===== config.mk =====
export PLATFORM = sky130hd
export DESIGN_NAME = trc_tape_read_engine
export DESIGN_NICKNAME = d
export VERILOG_FILES = /design/src/hw/trc_pkg.sv /design/src/hw/trc_tape_read_engine.sv /design/src/hw/trc_sense_hold.sv
export SDC_FILE = /design/constraint.sdc
export NUM_CORES = 1
export LEC_CHECK = 0
export ABC_AREA = 0
export BUFFER_PORTS_ARGS = -buffer_cell sky130_fd_sc_hd__buf_2
export CAP_MARGIN = 0
export CORE_MARGIN = 2
export CORE_UTILIZATION = 30
export CTS_CLUSTER_DIAMETER = 30
export DETAILED_ROUTE_END_ITERATION = 16
export GPL_ROUTABILITY_DRIVEN = 0
export PLACE_DENSITY = 0.44
export SYNTH_ARGS = -nofsm -noshare
export SYNTH_HDL_FRONTEND = slang
export SYNTH_SLANG_ARGS = --single-unit

===== constraint.sdc =====
create_clock -name sys_clk -period 20.7 [get_ports sys_clk]
set_input_delay 2.07 -clock sys_clk [delete_from_list [all_inputs] [get_ports sys_clk]]
set_output_delay 2.07 -clock sys_clk [all_outputs]
set_load 0.005 [all_outputs]

===== src/hw/trc_pkg.sv =====
package trc_pkg;

    // ------------------------------------------------------------
    // Command block layout
    // ------------------------------------------------------------
    localparam logic [7:0]  OP_READ        = 8'h08;
    localparam int          FIXED_BIT      = 0;
    localparam int          SUPPRESS_BIT   = 1;

    // ------------------------------------------------------------
    // Sense keys
    // ------------------------------------------------------------
    localparam logic [3:0]  KEY_NO_SENSE   = 4'h0;
    localparam logic [3:0]  KEY_NOT_READY  = 4'h2;
    localparam logic [3:0]  KEY_MEDIUM     = 4'h3;
    localparam logic [3:0]  KEY_ILLEGAL    = 4'h5;
    localparam logic [3:0]  KEY_BLANK      = 4'h8;

    // ------------------------------------------------------------
    // Limits and reset values
    // ------------------------------------------------------------
    localparam logic [23:0] MAX_BLOCK      = 24'h03c000;
    localparam logic [23:0] MAX_BLOCK_ND   = 24'h028000;
    localparam logic [3:0]  READ_ATTEMPTS  = 4'ha;
    localparam logic [3:0]  SERVO_NORMAL   = 4'h0;

    // ------------------------------------------------------------
    // Types
    // ------------------------------------------------------------
    typedef struct packed {
        logic [7:0]  opcode;
        logic [7:0]  flags;
        logic [23:0] length;
        logic [7:0]  control;
    } trc_cdb_type;

    typedef enum logic [1:0] {
        TRC_BLK_DATA  = 2'b00,
        TRC_BLK_FMARK = 2'b01,
        TRC_BLK_BLANK = 2'b10,
        TRC_BLK_PHYSICAL_TAPE_END  = 2'b11
    } trc_blk_kind_type;

    typedef struct packed {
        trc_blk_kind_type kind;
        logic [23:0]      length;
        logic             ecc_bad;
        logic             rewritten;
    } trc_blk_info_type;

    typedef struct packed {
        logic        valid;
        logic        mark_hit_flag;
        logic        media_end_flag;
        logic        physical_tape_end;
        logic        length_mismatch_flag;
        logic [3:0]  key;
        logic [31:0] info;
    } trc_sense_type;

endpackage


===== src/hw/trc_tape_read_engine.sv =====
`timescale 1ns/1ps

module trc_tape_read_engine (
    input  wire logic                       sys_clk,
    input  wire logic                       rst,
    input  wire logic                       cmd_valid,
    input  wire trc_pkg::trc_cdb_type       cmd_block,
    input  wire logic                       sense_request,
    input  wire logic                       cfg_fixed_mode,
    input  wire logic [23:0]                cfg_block_len,
    input  wire logic                       cfg_no_disconnect,
    input  wire logic                       cart_loaded,
    input  wire logic                       write_space_req,
    input  wire logic                       logical_tape_end_warning,
    input  wire logic                       blk_info_valid,
    input  wire trc_pkg::trc_blk_info_type  blk_info,
    input  wire logic                       tape_byte_valid,
    input  wire logic [7:0]                 tape_byte,
    input  wire logic                       host_ready,
    output logic                            blk_req_r,
    output logic                            byte_req_r,
    output logic                            host_valid_r,
    output logic [7:0]                      host_data_r,
    output logic                            cmd_done_r,
    output logic                            check_condition_r,
    output logic                            busy_r,
    output logic                            early_warning_r,
    output logic [3:0]                      servo_offset_r,
    output trc_pkg::trc_sense_type          sense_r
);

    // ------------------------------------------------------------
    // State
    // ------------------------------------------------------------
    typedef enum logic [2:0] {
        TRC_IDLE   = 3'b000,
        TRC_CHECK  = 3'b001,
        TRC_REQ    = 3'b010,
        TRC_WAIT   = 3'b011,
        TRC_XFER   = 3'b100,
        TRC_ENDBLK = 3'b101
    } trc_state_type;

    typedef struct packed {
        trc_state_type          st;
        logic                   fixed;
        logic                   suppress;
        logic [23:0]            req_len;
        logic [23:0]            blocks_done;
        logic [23:0]            blk_len;
        logic [23:0]            bytes_in;
        logic [23:0]            bytes_sent;
        logic [23:0]            send_len;
        logic [3:0]             attempts;
        logic [3:0]             servo;
        logic                   pend;
        logic                   blk_req;
        logic                   byte_req;
        logic                   host_valid;
        logic [7:0]             host_data;
        logic                   done;
        logic                   chk;
        logic                   warn;
        logic                   busy;
        logic                   sense_load;
        trc_pkg::trc_sense_type sense;
    } trc_eng_state_type;

    trc_eng_state_type s_r;
    trc_eng_state_type s_nxt;
    logic              sense_clear;

    // ------------------------------------------------------------
    // Helpers
    // ------------------------------------------------------------
    function automatic logic [31:0] diff32(input logic [23:0] a, input logic [23:0] b);
        return {8'h00, a} - {8'h00, b};
    endfunction

    // ------------------------------------------------------------
    // Next state
    // ------------------------------------------------------------
    always_comb begin
        logic                   err;
        trc_pkg::trc_sense_type es;
        logic                   good;
        logic [23:0]            max_len;
        logic [23:0]            remaining;
        logic [23:0]            done_inc;

        err       = 1'b0;
        es        = '0;
        good      = 1'b0;
        s_nxt     = s_r;
        max_len   = cfg_no_disconnect ? trc_pkg::MAX_BLOCK_ND : trc_pkg::MAX_BLOCK;
        // Unsent count: whole request in variable mode, blocks left in fixed
        remaining = s_r.fixed ? (s_r.req_len - s_r.blocks_done) : s_r.req_len;
        done_inc  = s_r.blocks_done + 24'h000001;

        s_nxt.blk_req    = 1'b0;
        s_nxt.byte_req   = 1'b0;
        s_nxt.done       = 1'b0;
        s_nxt.sense_load = 1'b0;

        if (s_r.host_valid && host_ready) begin
            s_nxt.host_valid = 1'b0;
        end

        // Warning is only reported, the read goes on
        if (logical_tape_end_warning) begin
            s_nxt.warn = 1'b1;
        end

        // Tracking back to normal ahead of any write or space requested while idle
        if (write_space_req && s_r.st == TRC_IDLE) begin
            s_nxt.servo = trc_pkg::SERVO_NORMAL;
        end

        case (s_r.st)
            TRC_IDLE: begin
                if (cmd_valid && cmd_block.opcode == trc_pkg::OP_READ) begin
                    s_nxt.fixed       = cmd_block.flags[trc_pkg::FIXED_BIT];
                    s_nxt.suppress    = cmd_block.flags[trc_pkg::SUPPRESS_BIT];
                    s_nxt.req_len     = cmd_block.length;
                    s_nxt.blocks_done = 24'h000000;
                    s_nxt.attempts    = 4'h0;
                    s_nxt.chk         = 1'b0;
                    s_nxt.warn        = logical_tape_end_warning;
                    s_nxt.st          = TRC_CHECK;
                end
            end

            TRC_CHECK: begin
                if (!cart_loaded) begin
                    err    = 1'b1;
                    es.key = trc_pkg::KEY_NOT_READY;
                end else if (s_r.fixed && s_r.suppress) begin
                    err    = 1'b1;
                    es.key = trc_pkg::KEY_ILLEGAL;
                end else if (s_r.fixed != cfg_fixed_mode) begin
                    err    = 1'b1;
                    es.key = trc_pkg::KEY_ILLEGAL;
                end else if (s_r.req_len == 24'h000000) begin
                    good = 1'b1;
                end else if (!s_r.fixed && !s_r.suppress && s_r.req_len > max_len) begin
                    err                     = 1'b1;
                    es.valid                = 1'b1;
                    es.length_mismatch_flag = 1'b1;
                    es.key                  = trc_pkg::KEY_NO_SENSE;
                    es.info                 = diff32(s_r.req_len, max_len);
                end else begin
                    s_nxt.st = TRC_REQ;
                end
            end

            TRC_REQ: begin
                s_nxt.blk_req = 1'b1;
                s_nxt.st      = TRC_WAIT;
            end

            TRC_WAIT: begin
                if (blk_info_valid) begin
                    case (blk_info.kind)
                        trc_pkg::TRC_BLK_FMARK: begin
                            // Tape side parks past the mark before reporting it
                            err              = 1'b1;
                            es.valid         = 1'b1;
                            es.mark_hit_flag = 1'b1;
                            es.key           = trc_pkg::KEY_NO_SENSE;
                            es.info          = {8'h00, remaining};
                        end
                        trc_pkg::TRC_BLK_BLANK: begin
                            err      = 1'b1;
                            es.valid = 1'b1;
                            es.key   = trc_pkg::KEY_BLANK;
                            es.info  = {8'h00, remaining};
                        end
                        trc_pkg::TRC_BLK_PHYSICAL_TAPE_END: begin
                            err                  = 1'b1;
                            es.valid             = 1'b1;
                            es.media_end_flag    = 1'b1;
                            es.physical_tape_end = 1'b1;
                            es.key               = trc_pkg::KEY_MEDIUM;
                            es.info              = {8'h00, remaining};
                        end
                        default: begin
                            if (blk_info.ecc_bad && !blk_info.rewritten) begin
                                if (s_r.attempts == trc_pkg::READ_ATTEMPTS - 4'h1) begin
                                    err      = 1'b1;
                                    es.valid = 1'b1;
                                    es.key   = trc_pkg::KEY_MEDIUM;
                                    es.info  = {8'h00, remaining};
                                end else begin
                                    s_nxt.attempts = s_r.attempts + 4'h1;
                                    s_nxt.servo    = s_r.attempts + 4'h1;
                                    s_nxt.st       = TRC_REQ;
                                end
                            end else begin
                                s_nxt.attempts   = 4'h0;
                                s_nxt.blk_len    = blk_info.length;
                                s_nxt.bytes_in   = 24'h000000;
                                s_nxt.bytes_sent = 24'h000000;
                                if (s_r.fixed) begin
                                    s_nxt.send_len = cfg_block_len;
                                end else if (blk_info.length < s_r.req_len) begin
                                    s_nxt.send_len = blk_info.length;
                                end else begin
                                    s_nxt.send_len = s_r.req_len;
                                end
                                s_nxt.st = TRC_XFER;
                            end
                        end
                    endcase
                end
            end

            TRC_XFER: begin
                // One byte in flight keeps every output a plain flop
                if (s_r.bytes_in == s_r.blk_len) begin
                    s_nxt.st = TRC_ENDBLK;
                end else if (!s_r.pend && !s_r.host_valid) begin
                    s_nxt.byte_req = 1'b1;
                    s_nxt.pend     = 1'b1;
                end
                if (s_r.pend && tape_byte_valid) begin
                    s_nxt.pend     = 1'b0;
                    s_nxt.bytes_in = s_r.bytes_in + 24'h000001;
                    if (s_r.bytes_sent < s_r.send_len) begin
                        s_nxt.host_valid = 1'b1;
                        s_nxt.host_data  = tape_byte;
                        s_nxt.bytes_sent = s_r.bytes_sent + 24'h000001;
                    end
                end
            end

            TRC_ENDBLK: begin
                if (!s_r.host_valid) begin
                    if (s_r.fixed) begin
                        if (s_r.blk_len != cfg_block_len) begin
                            err                     = 1'b1;
                            es.valid                = 1'b1;
                            es.length_mismatch_flag = 1'b1;
                            es.key                  = trc_pkg::KEY_NO_SENSE;
                            es.info                 = diff32(s_r.req_len, done_inc);
                        end else begin
                            s_nxt.blocks_done = done_inc;
                            if (done_inc == s_r.req_len) begin
                                good = 1'b1;
                            end else begin
                                s_nxt.st = TRC_REQ;
                            end
                        end
                    end else if (s_r.blk_len != s_r.req_len && !s_r.suppress) begin
                        err                     = 1'b1;
                        es.valid                = 1'b1;
                        es.length_mismatch_flag = 1'b1;
                        es.key                  = trc_pkg::KEY_NO_SENSE;
                        es.info                 = diff32(s_r.req_len, s_r.blk_len);
                    end else begin
                        good = 1'b1;
                    end
                end
            end

            default: begin
                s_nxt.st = TRC_IDLE;
            end
        endcase

        if (err) begin
            s_nxt.sense      = es;
            s_nxt.sense_load = 1'b1;
            s_nxt.chk        = 1'b1;
            s_nxt.done       = 1'b1;
            s_nxt.st         = TRC_IDLE;
        end else if (good) begin
            s_nxt.chk  = 1'b0;
            s_nxt.done = 1'b1;
            s_nxt.st   = TRC_IDLE;
        end
        s_nxt.busy = (s_nxt.st != TRC_IDLE);
    end

    // ------------------------------------------------------------
    // Registers
    // ------------------------------------------------------------
    always_ff @(posedge sys_clk or posedge rst) begin
        if (rst) begin
            s_r <= '0;
        end else begin
            s_r <= s_nxt;
        end
    end

    // ------------------------------------------------------------
    // Sense holding
    // ------------------------------------------------------------
    // Any new command drops old sense, read or not
    assign sense_clear = sense_request | cmd_valid;

    trc_sense_hold u_sense (
        .sys_clk  (sys_clk),
        .rst      (rst),
        .load     (s_r.sense_load),
        .sense_in (s_r.sense),
        .clear    (sense_clear),
        .sense_r  (sense_r)
    );

    // ------------------------------------------------------------
    // Outputs
    // ------------------------------------------------------------
    assign blk_req_r         = s_r.blk_req;
    assign byte_req_r        = s_r.byte_req;
    assign host_valid_r      = s_r.host_valid;
    assign host_data_r       = s_r.host_data;
    assign cmd_done_r        = s_r.done;
    assign check_condition_r = s_r.chk;
    assign busy_r            = s_r.busy;
    assign early_warning_r   = s_r.warn;
    assign servo_offset_r    = s_r.servo;

endmodule


===== src/hw/trc_sense_hold.sv =====
`timescale 1ns/1ps

module trc_sense_hold (
    input  wire logic                   sys_clk,
    input  wire logic                   rst,
    input  wire logic                   load,
    input  wire trc_pkg::trc_sense_type sense_in,
    input  wire logic                   clear,
    output trc_pkg::trc_sense_type      sense_r
);

    // ------------------------------------------------------------
    // Sense holding register
    // ------------------------------------------------------------
    typedef struct packed {
        trc_pkg::trc_sense_type sense;
    } trc_hold_state_type;

    trc_hold_state_type s_r;
    trc_hold_state_type s_nxt;

    // Load wins so a fresh error is never lost to a clear
    always_comb begin
        s_nxt = s_r;
        if (load) begin
            s_nxt.sense = sense_in;
        end else if (clear) begin
            s_nxt.sense = '0;
        end
    end

    always_ff @(posedge sys_clk or posedge rst) begin
        if (rst) begin
            s_r <= '0;
        end else begin
            s_r <= s_nxt;
        end
    end

    assign sense_r = s_r.sense;

endmodule


==> impl_metrics.csv <==
group,metric,value,unit
place,post-dp-hpwl,44.1,mm
worst_setup_path,timing_worst_setup_path_type,"reg -> reg",
clock_tree,htree_levels,3,
worst_setup_path,r2r_cells,16,
power_and_ir_drop,share_comb_of_total_power,19.7,%
worst_setup_path,cpLargestDelayFamily,"simple AND/OR/NAND/NOR gates",
clock_tree,post_cts_resized,0,
clock_tree,tritoncts_num_sinks,240,
clock_tree,clock_root_buffer,"sky130_fd_sc_hd__clkbuf_16",
place,port-buffer-count,165,
cells_and_area,layout_commonest_cell,"sky130_fd_sc_hd__dfrtp_1",
sta,slew_violations,0,
cells_and_area,fillers,5647,
yosys,synthesis.instances,1869,
worst_setup_path,critical_path.reg2reg.startpoint,"s_r[162]$_DFFE_PP0P_",
cells_and_area,final-seq-area,6010,um2
routing,detail-route-antenna-nets,0,
yosys,synth-edff-count,0,
floorplanning,floorplan.die_area,57600,um2
power_and_ir_drop,power_leakage,9.98,nW
sta,setup-tns-final,0,ps
clock_tree,cts_bufs_inserted,76,
worst_setup_path,timing.critical_path.buf_inv,0,
worst_setup_path,worst_setup_end_kind,"register",
floorplanning,design.core.area,55100,um2
routing,drt-initial-drc-count,1011,
worst_setup_path,destination_of_the_critical_timing_path,"s_r[22]$_DFFE_PP0P_",
clock_tree,clkTransAtPathRegs,40,ps
sta,finClkSkew,29.3,ps
sta,rsz0062_at_grt,"false",
yosys,synth.yosys.warnings,0,
yosys,asyncSetResetFlopFracSynth,100,%
clock_tree,cts_tree,"done",
floorplanning,die_w,240,um
worst_setup_path,cp.required,21150,ps
global_routing,first_pass_grt_wire_length,89.8,mm
routing,detail_route.drc_violations,0,
routing,finalWirelength,58.7,mm
cells_and_area,finish.net_count,2289,
routing,detail_route.vias_per_cell,5.18,
cells_and_area,multiInputGateArea,9820,um2
power_and_ir_drop,power.internal,1.59,mW
cells_and_area,final_cell_mix,"sky130_fd_sc_hd__dfrtp_1 (240), sky130_fd_sc_hd__buf_2 (165), sky130_fd_sc_hd__o21ai_0 (145)",
cells_and_area,layout-drive-gt1-share,17.3,%
yosys,syn_area,16700,um2
worst_setup_path,regToRegSetupSlack,15740,ps
place,detailed_place.area,18200,um2
routing,drtPass1Iterations,5,
worst_setup_path,timing.critical_path.cells,"and2_1, nand4_1, nor4_1, nand3_1, nor3_1, xnor2_1, ha_1, a21oi_1, o21ai_0, nand2b_1, a21o_1, a21o_1, a41oi_1, xnor2_1, a2111oi_0, o22ai_1",
worst_setup_path,timing.critical_path.fanout_max,6,
yosys,syn-num-nets,2117,
floorplanning,dieHeight,240,um
power_and_ir_drop,vdd.ir_drop.worst,0.0000613,V
floorplanning,placementRows,86,
clock_tree,worst_skew_late_latency,610,ps
floorplanning,io_pins,180,
global_routing,pin_count_of_the_biggest_net_entering_global_routing,128,
global_routing,grtUsageTotal,20.6,%
global_routing,grt_antenna_before_repair,2,
worst_hold_path,worstHoldPathType,"reg -> reg",
yosys,postSynthAreaPerCell,8.94,um2
cells_and_area,finish.instance_area,20900,um2
sta,f_max,202,MHz
power_and_ir_drop,net_switching_power_figure,680,uW
sta,layout_worst_path_cycle_share,24.0,%
worst_setup_path,cell_count_along_the_critical_path,16,
worst_setup_path,critPathSlowestCell,"sky130_fd_sc_hd__nor4_1",
clock_tree,ctsLongestPathBuffers,3,
cells_and_area,area_delta_synth_final,25.1,%
sta,max_slew_margin,36.9,%
power_and_ir_drop,power_frac_clock,53.6,%
worst_setup_path,critPathLaunch,"s_r[162]$_DFFE_PP0P_",
power_and_ir_drop,switching_share,30.0,%
sta,report.final.hold_viol_count,0,
sta,timing.final.setup_violations,0,
yosys,synth_unique_cells,76,
floorplanning,initial_utilization,30.3,%
outcome,run_status,"finished, final reports clean",
clock_tree,number_of_buffers_inserted_by_hold_repair_at_cts,0,
sta,worst_slew_pin_slew,947,ps
worst_setup_path,critPathLaunchType,"register",
worst_setup_path,rr_endpoint,"s_r[22]$_DFFE_PP0P_",
global_routing,first_global_vias,14900,
routing,routedWlPerCell,20.6,um
routing,total_number_of_vias,14800,
yosys,synth_flop_cell,"sky130_fd_sc_hd__dfrtp_1",
job,maxCapViolCount,0,
yosys,yosys_register_bits,240,
clock_tree,cts_setup_buffers,0,
power_and_ir_drop,pwr-share-seq,26.7,%
worst_setup_path,worstPathArrival,5410,ps
yosys,seq_area_frac_synth,36.0,%
power_and_ir_drop,powerDensity,109,nW/um2
worst_setup_path,crit_path_largest_cell_delay,590,ps
global_routing,total_grt_overflow,0,
sta,layout_min_cycle_time,4960,ps
[layer usage]
layer	wire (um)	global-route usage (%)	part of all wire (%)	up-vias
met5	0	0	0	-
li1	-	-	-	7127
met3	2800	3.88	4.8	104
met1	26600	26.9	45	7160
met2	27400	33.5	47	373
met4	1930	7.85	3.3	0
[cells in the mapped netlist, types with 8 or more instances]
cell type / n / area share (%)
sky130_fd_sc_hd__clkbuf_1: 57 / 1.3
sky130_fd_sc_hd__o22ai_1: 13 / 0.49
sky130_fd_sc_hd__ha_1: 125 / 9.4
sky130_fd_sc_hd__buf_4: 20 / 0.90
sky130_fd_sc_hd__and2_1: 13 / 0.49
sky130_fd_sc_hd__a31oi_1: 17 / 0.64
sky130_fd_sc_hd__inv_1: 117 / 2.6
sky130_fd_sc_hd__nor2b_1: 18 / 0.67
sky130_fd_sc_hd__a222oi_1: 9 / 0.54
sky130_fd_sc_hd__o21ai_0: 146 / 4.4
sky130_fd_sc_hd__o31ai_1: 14 / 0.63
sky130_fd_sc_hd__xnor2_1: 68 / 3.6
sky130_fd_sc_hd__nand2_1: 138 / 3.1
sky130_fd_sc_hd__nor2_1: 141 / 3.2
sky130_fd_sc_hd__xor2_1: 98 / 5.1
sky130_fd_sc_hd__mux2i_1: 26 / 1.6
sky130_fd_sc_hd__a21o_1: 54 / 2.4
sky130_fd_sc_hd__and3_1: 49 / 1.8
sky130_fd_sc_hd__o21a_1: 12 / 0.54
sky130_fd_sc_hd__nand2b_1: 22 / 0.82
sky130_fd_sc_hd__nor3_1: 24 / 0.72
sky130_fd_sc_hd__nor3b_1: 8 / 0.36
sky130_fd_sc_hd__nand4_1: 33 / 1.2
sky130_fd_sc_hd__nand3_1: 67 / 2.0
sky130_fd_sc_hd__a211oi_1: 15 / 0.67
sky130_fd_sc_hd__dfrtp_1: 240 / 36
sky130_fd_sc_hd__nor4_1: 24 / 0.90
sky130_fd_sc_hd__a22o_1: 35 / 1.8
sky130_fd_sc_hd__mux2_2: 34 / 2.3
sky130_fd_sc_hd__o211ai_1: 12 / 0.54
sky130_fd_sc_hd__a21oi_1: 104 / 3.1
[flip-flops by register name (all words and copies together) (netlist names)]
signal             cells
s_r                  188
u_sense.sense_r       33
host_data_r            8
servo_offset_r         4
blk_req_r              1
busy_r                 1
byte_req_r             1
check_condition_r      1
cmd_done_r             1
early_warning_r        1
host_valid_r           1
[cell type report]
class                           count  area share, %
Tap cell                          748           4.48
Clock buffer                      108           10.6
Timing Repair Buffer              182           4.56
Clock inverter                     30           2.38
Multi-Input combinational cell   1423           47.0
Inverter                          118           2.16
Sequential cell                   240           28.7
Antenna cell                        2         0.0239
[kinds of logic after synthesis]
group                      after synthesis  share of synthesized area, %
adders and majority gates              128                          9.72
xor gates and xnor gates               166                          8.70
DFF                                    240                          36.0
muxes                                   60                          3.85
buffers and inverters                  206                          5.33
and+or+nand+nor                        563                          16.6
AOI/OAI and AO/OA                      506                          19.8
[through the flow]
| stage | hold WS [ps] | power, mW | utilization (%) | std cells | setup slack (ps) |
|---|---|---|---|---|---|
| 6_report | 474 | 2.27 | 37.9 | 2851 | 15740 |
| 5_1_grt | 505 | 2.38 | 37.9 | 2850 | 15280 |
| 4_1_cts | 479 | 2.29 | 37.9 | 2849 | 15780 |
| 3_5_place_dp | 469 | 1.06 | 33.0 | 2711 | 15360 |
| 3_3_place_gp | 460 | 1.06 | 33.0 | 2711 | 15360 |
| 2_1_floorplan | 437 | 0.896 | - | 1869 | 12040 |
[worst reg2reg max path: cells and delay by family, from the launching register on]
| family | cells | cell delay [ps] |
|---|---|---|
| adders and majority gates | 1 | 340 |
| DFF | 1 | 430 |
| AOI/OAI and AO/OA | 7 | 1770 |
| xor gates and xnor gates | 2 | 310 |
| and+or+nand+nor | 6 | 1940 |
[power groups by stage]
stage | logic (mW) | registers (mW) | clock network (mW)
6_report | 0.447 | 0.607 | 1.22
5_1_grt | 0.497 | 0.614 | 1.27
3_3_place_gp | 0.443 | 0.615 | 0
2_1_floorplan | 0.316 | 0.580 | 0
3_5_place_dp | 0.445 | 0.614 | 0
4_1_cts | 0.448 | 0.609 | 1.24
[worst min path at each step]
stage,startpoint,to,slack (ps),cells after the start
after CTS,early_warning_r$_DFF_PP0_,early_warning_r$_DFF_PP0_,480,1
final,early_warning_r$_DFF_PP0_,early_warning_r$_DFF_PP0_,470,1
after global placement,early_warning_r$_DFF_PP0_,early_warning_r$_DFF_PP0_,460,1
after detailed placement,early_warning_r$_DFF_PP0_,early_warning_r$_DFF_PP0_,470,1
after global routing,early_warning_r$_DFF_PP0_,early_warning_r$_DFF_PP0_,510,1
after floorplan,s_r[10]$_DFFE_PP0P_,s_r[10]$_DFFE_PP0P_,440,2
Note: power is estimated with default switching activity, not from simulation.
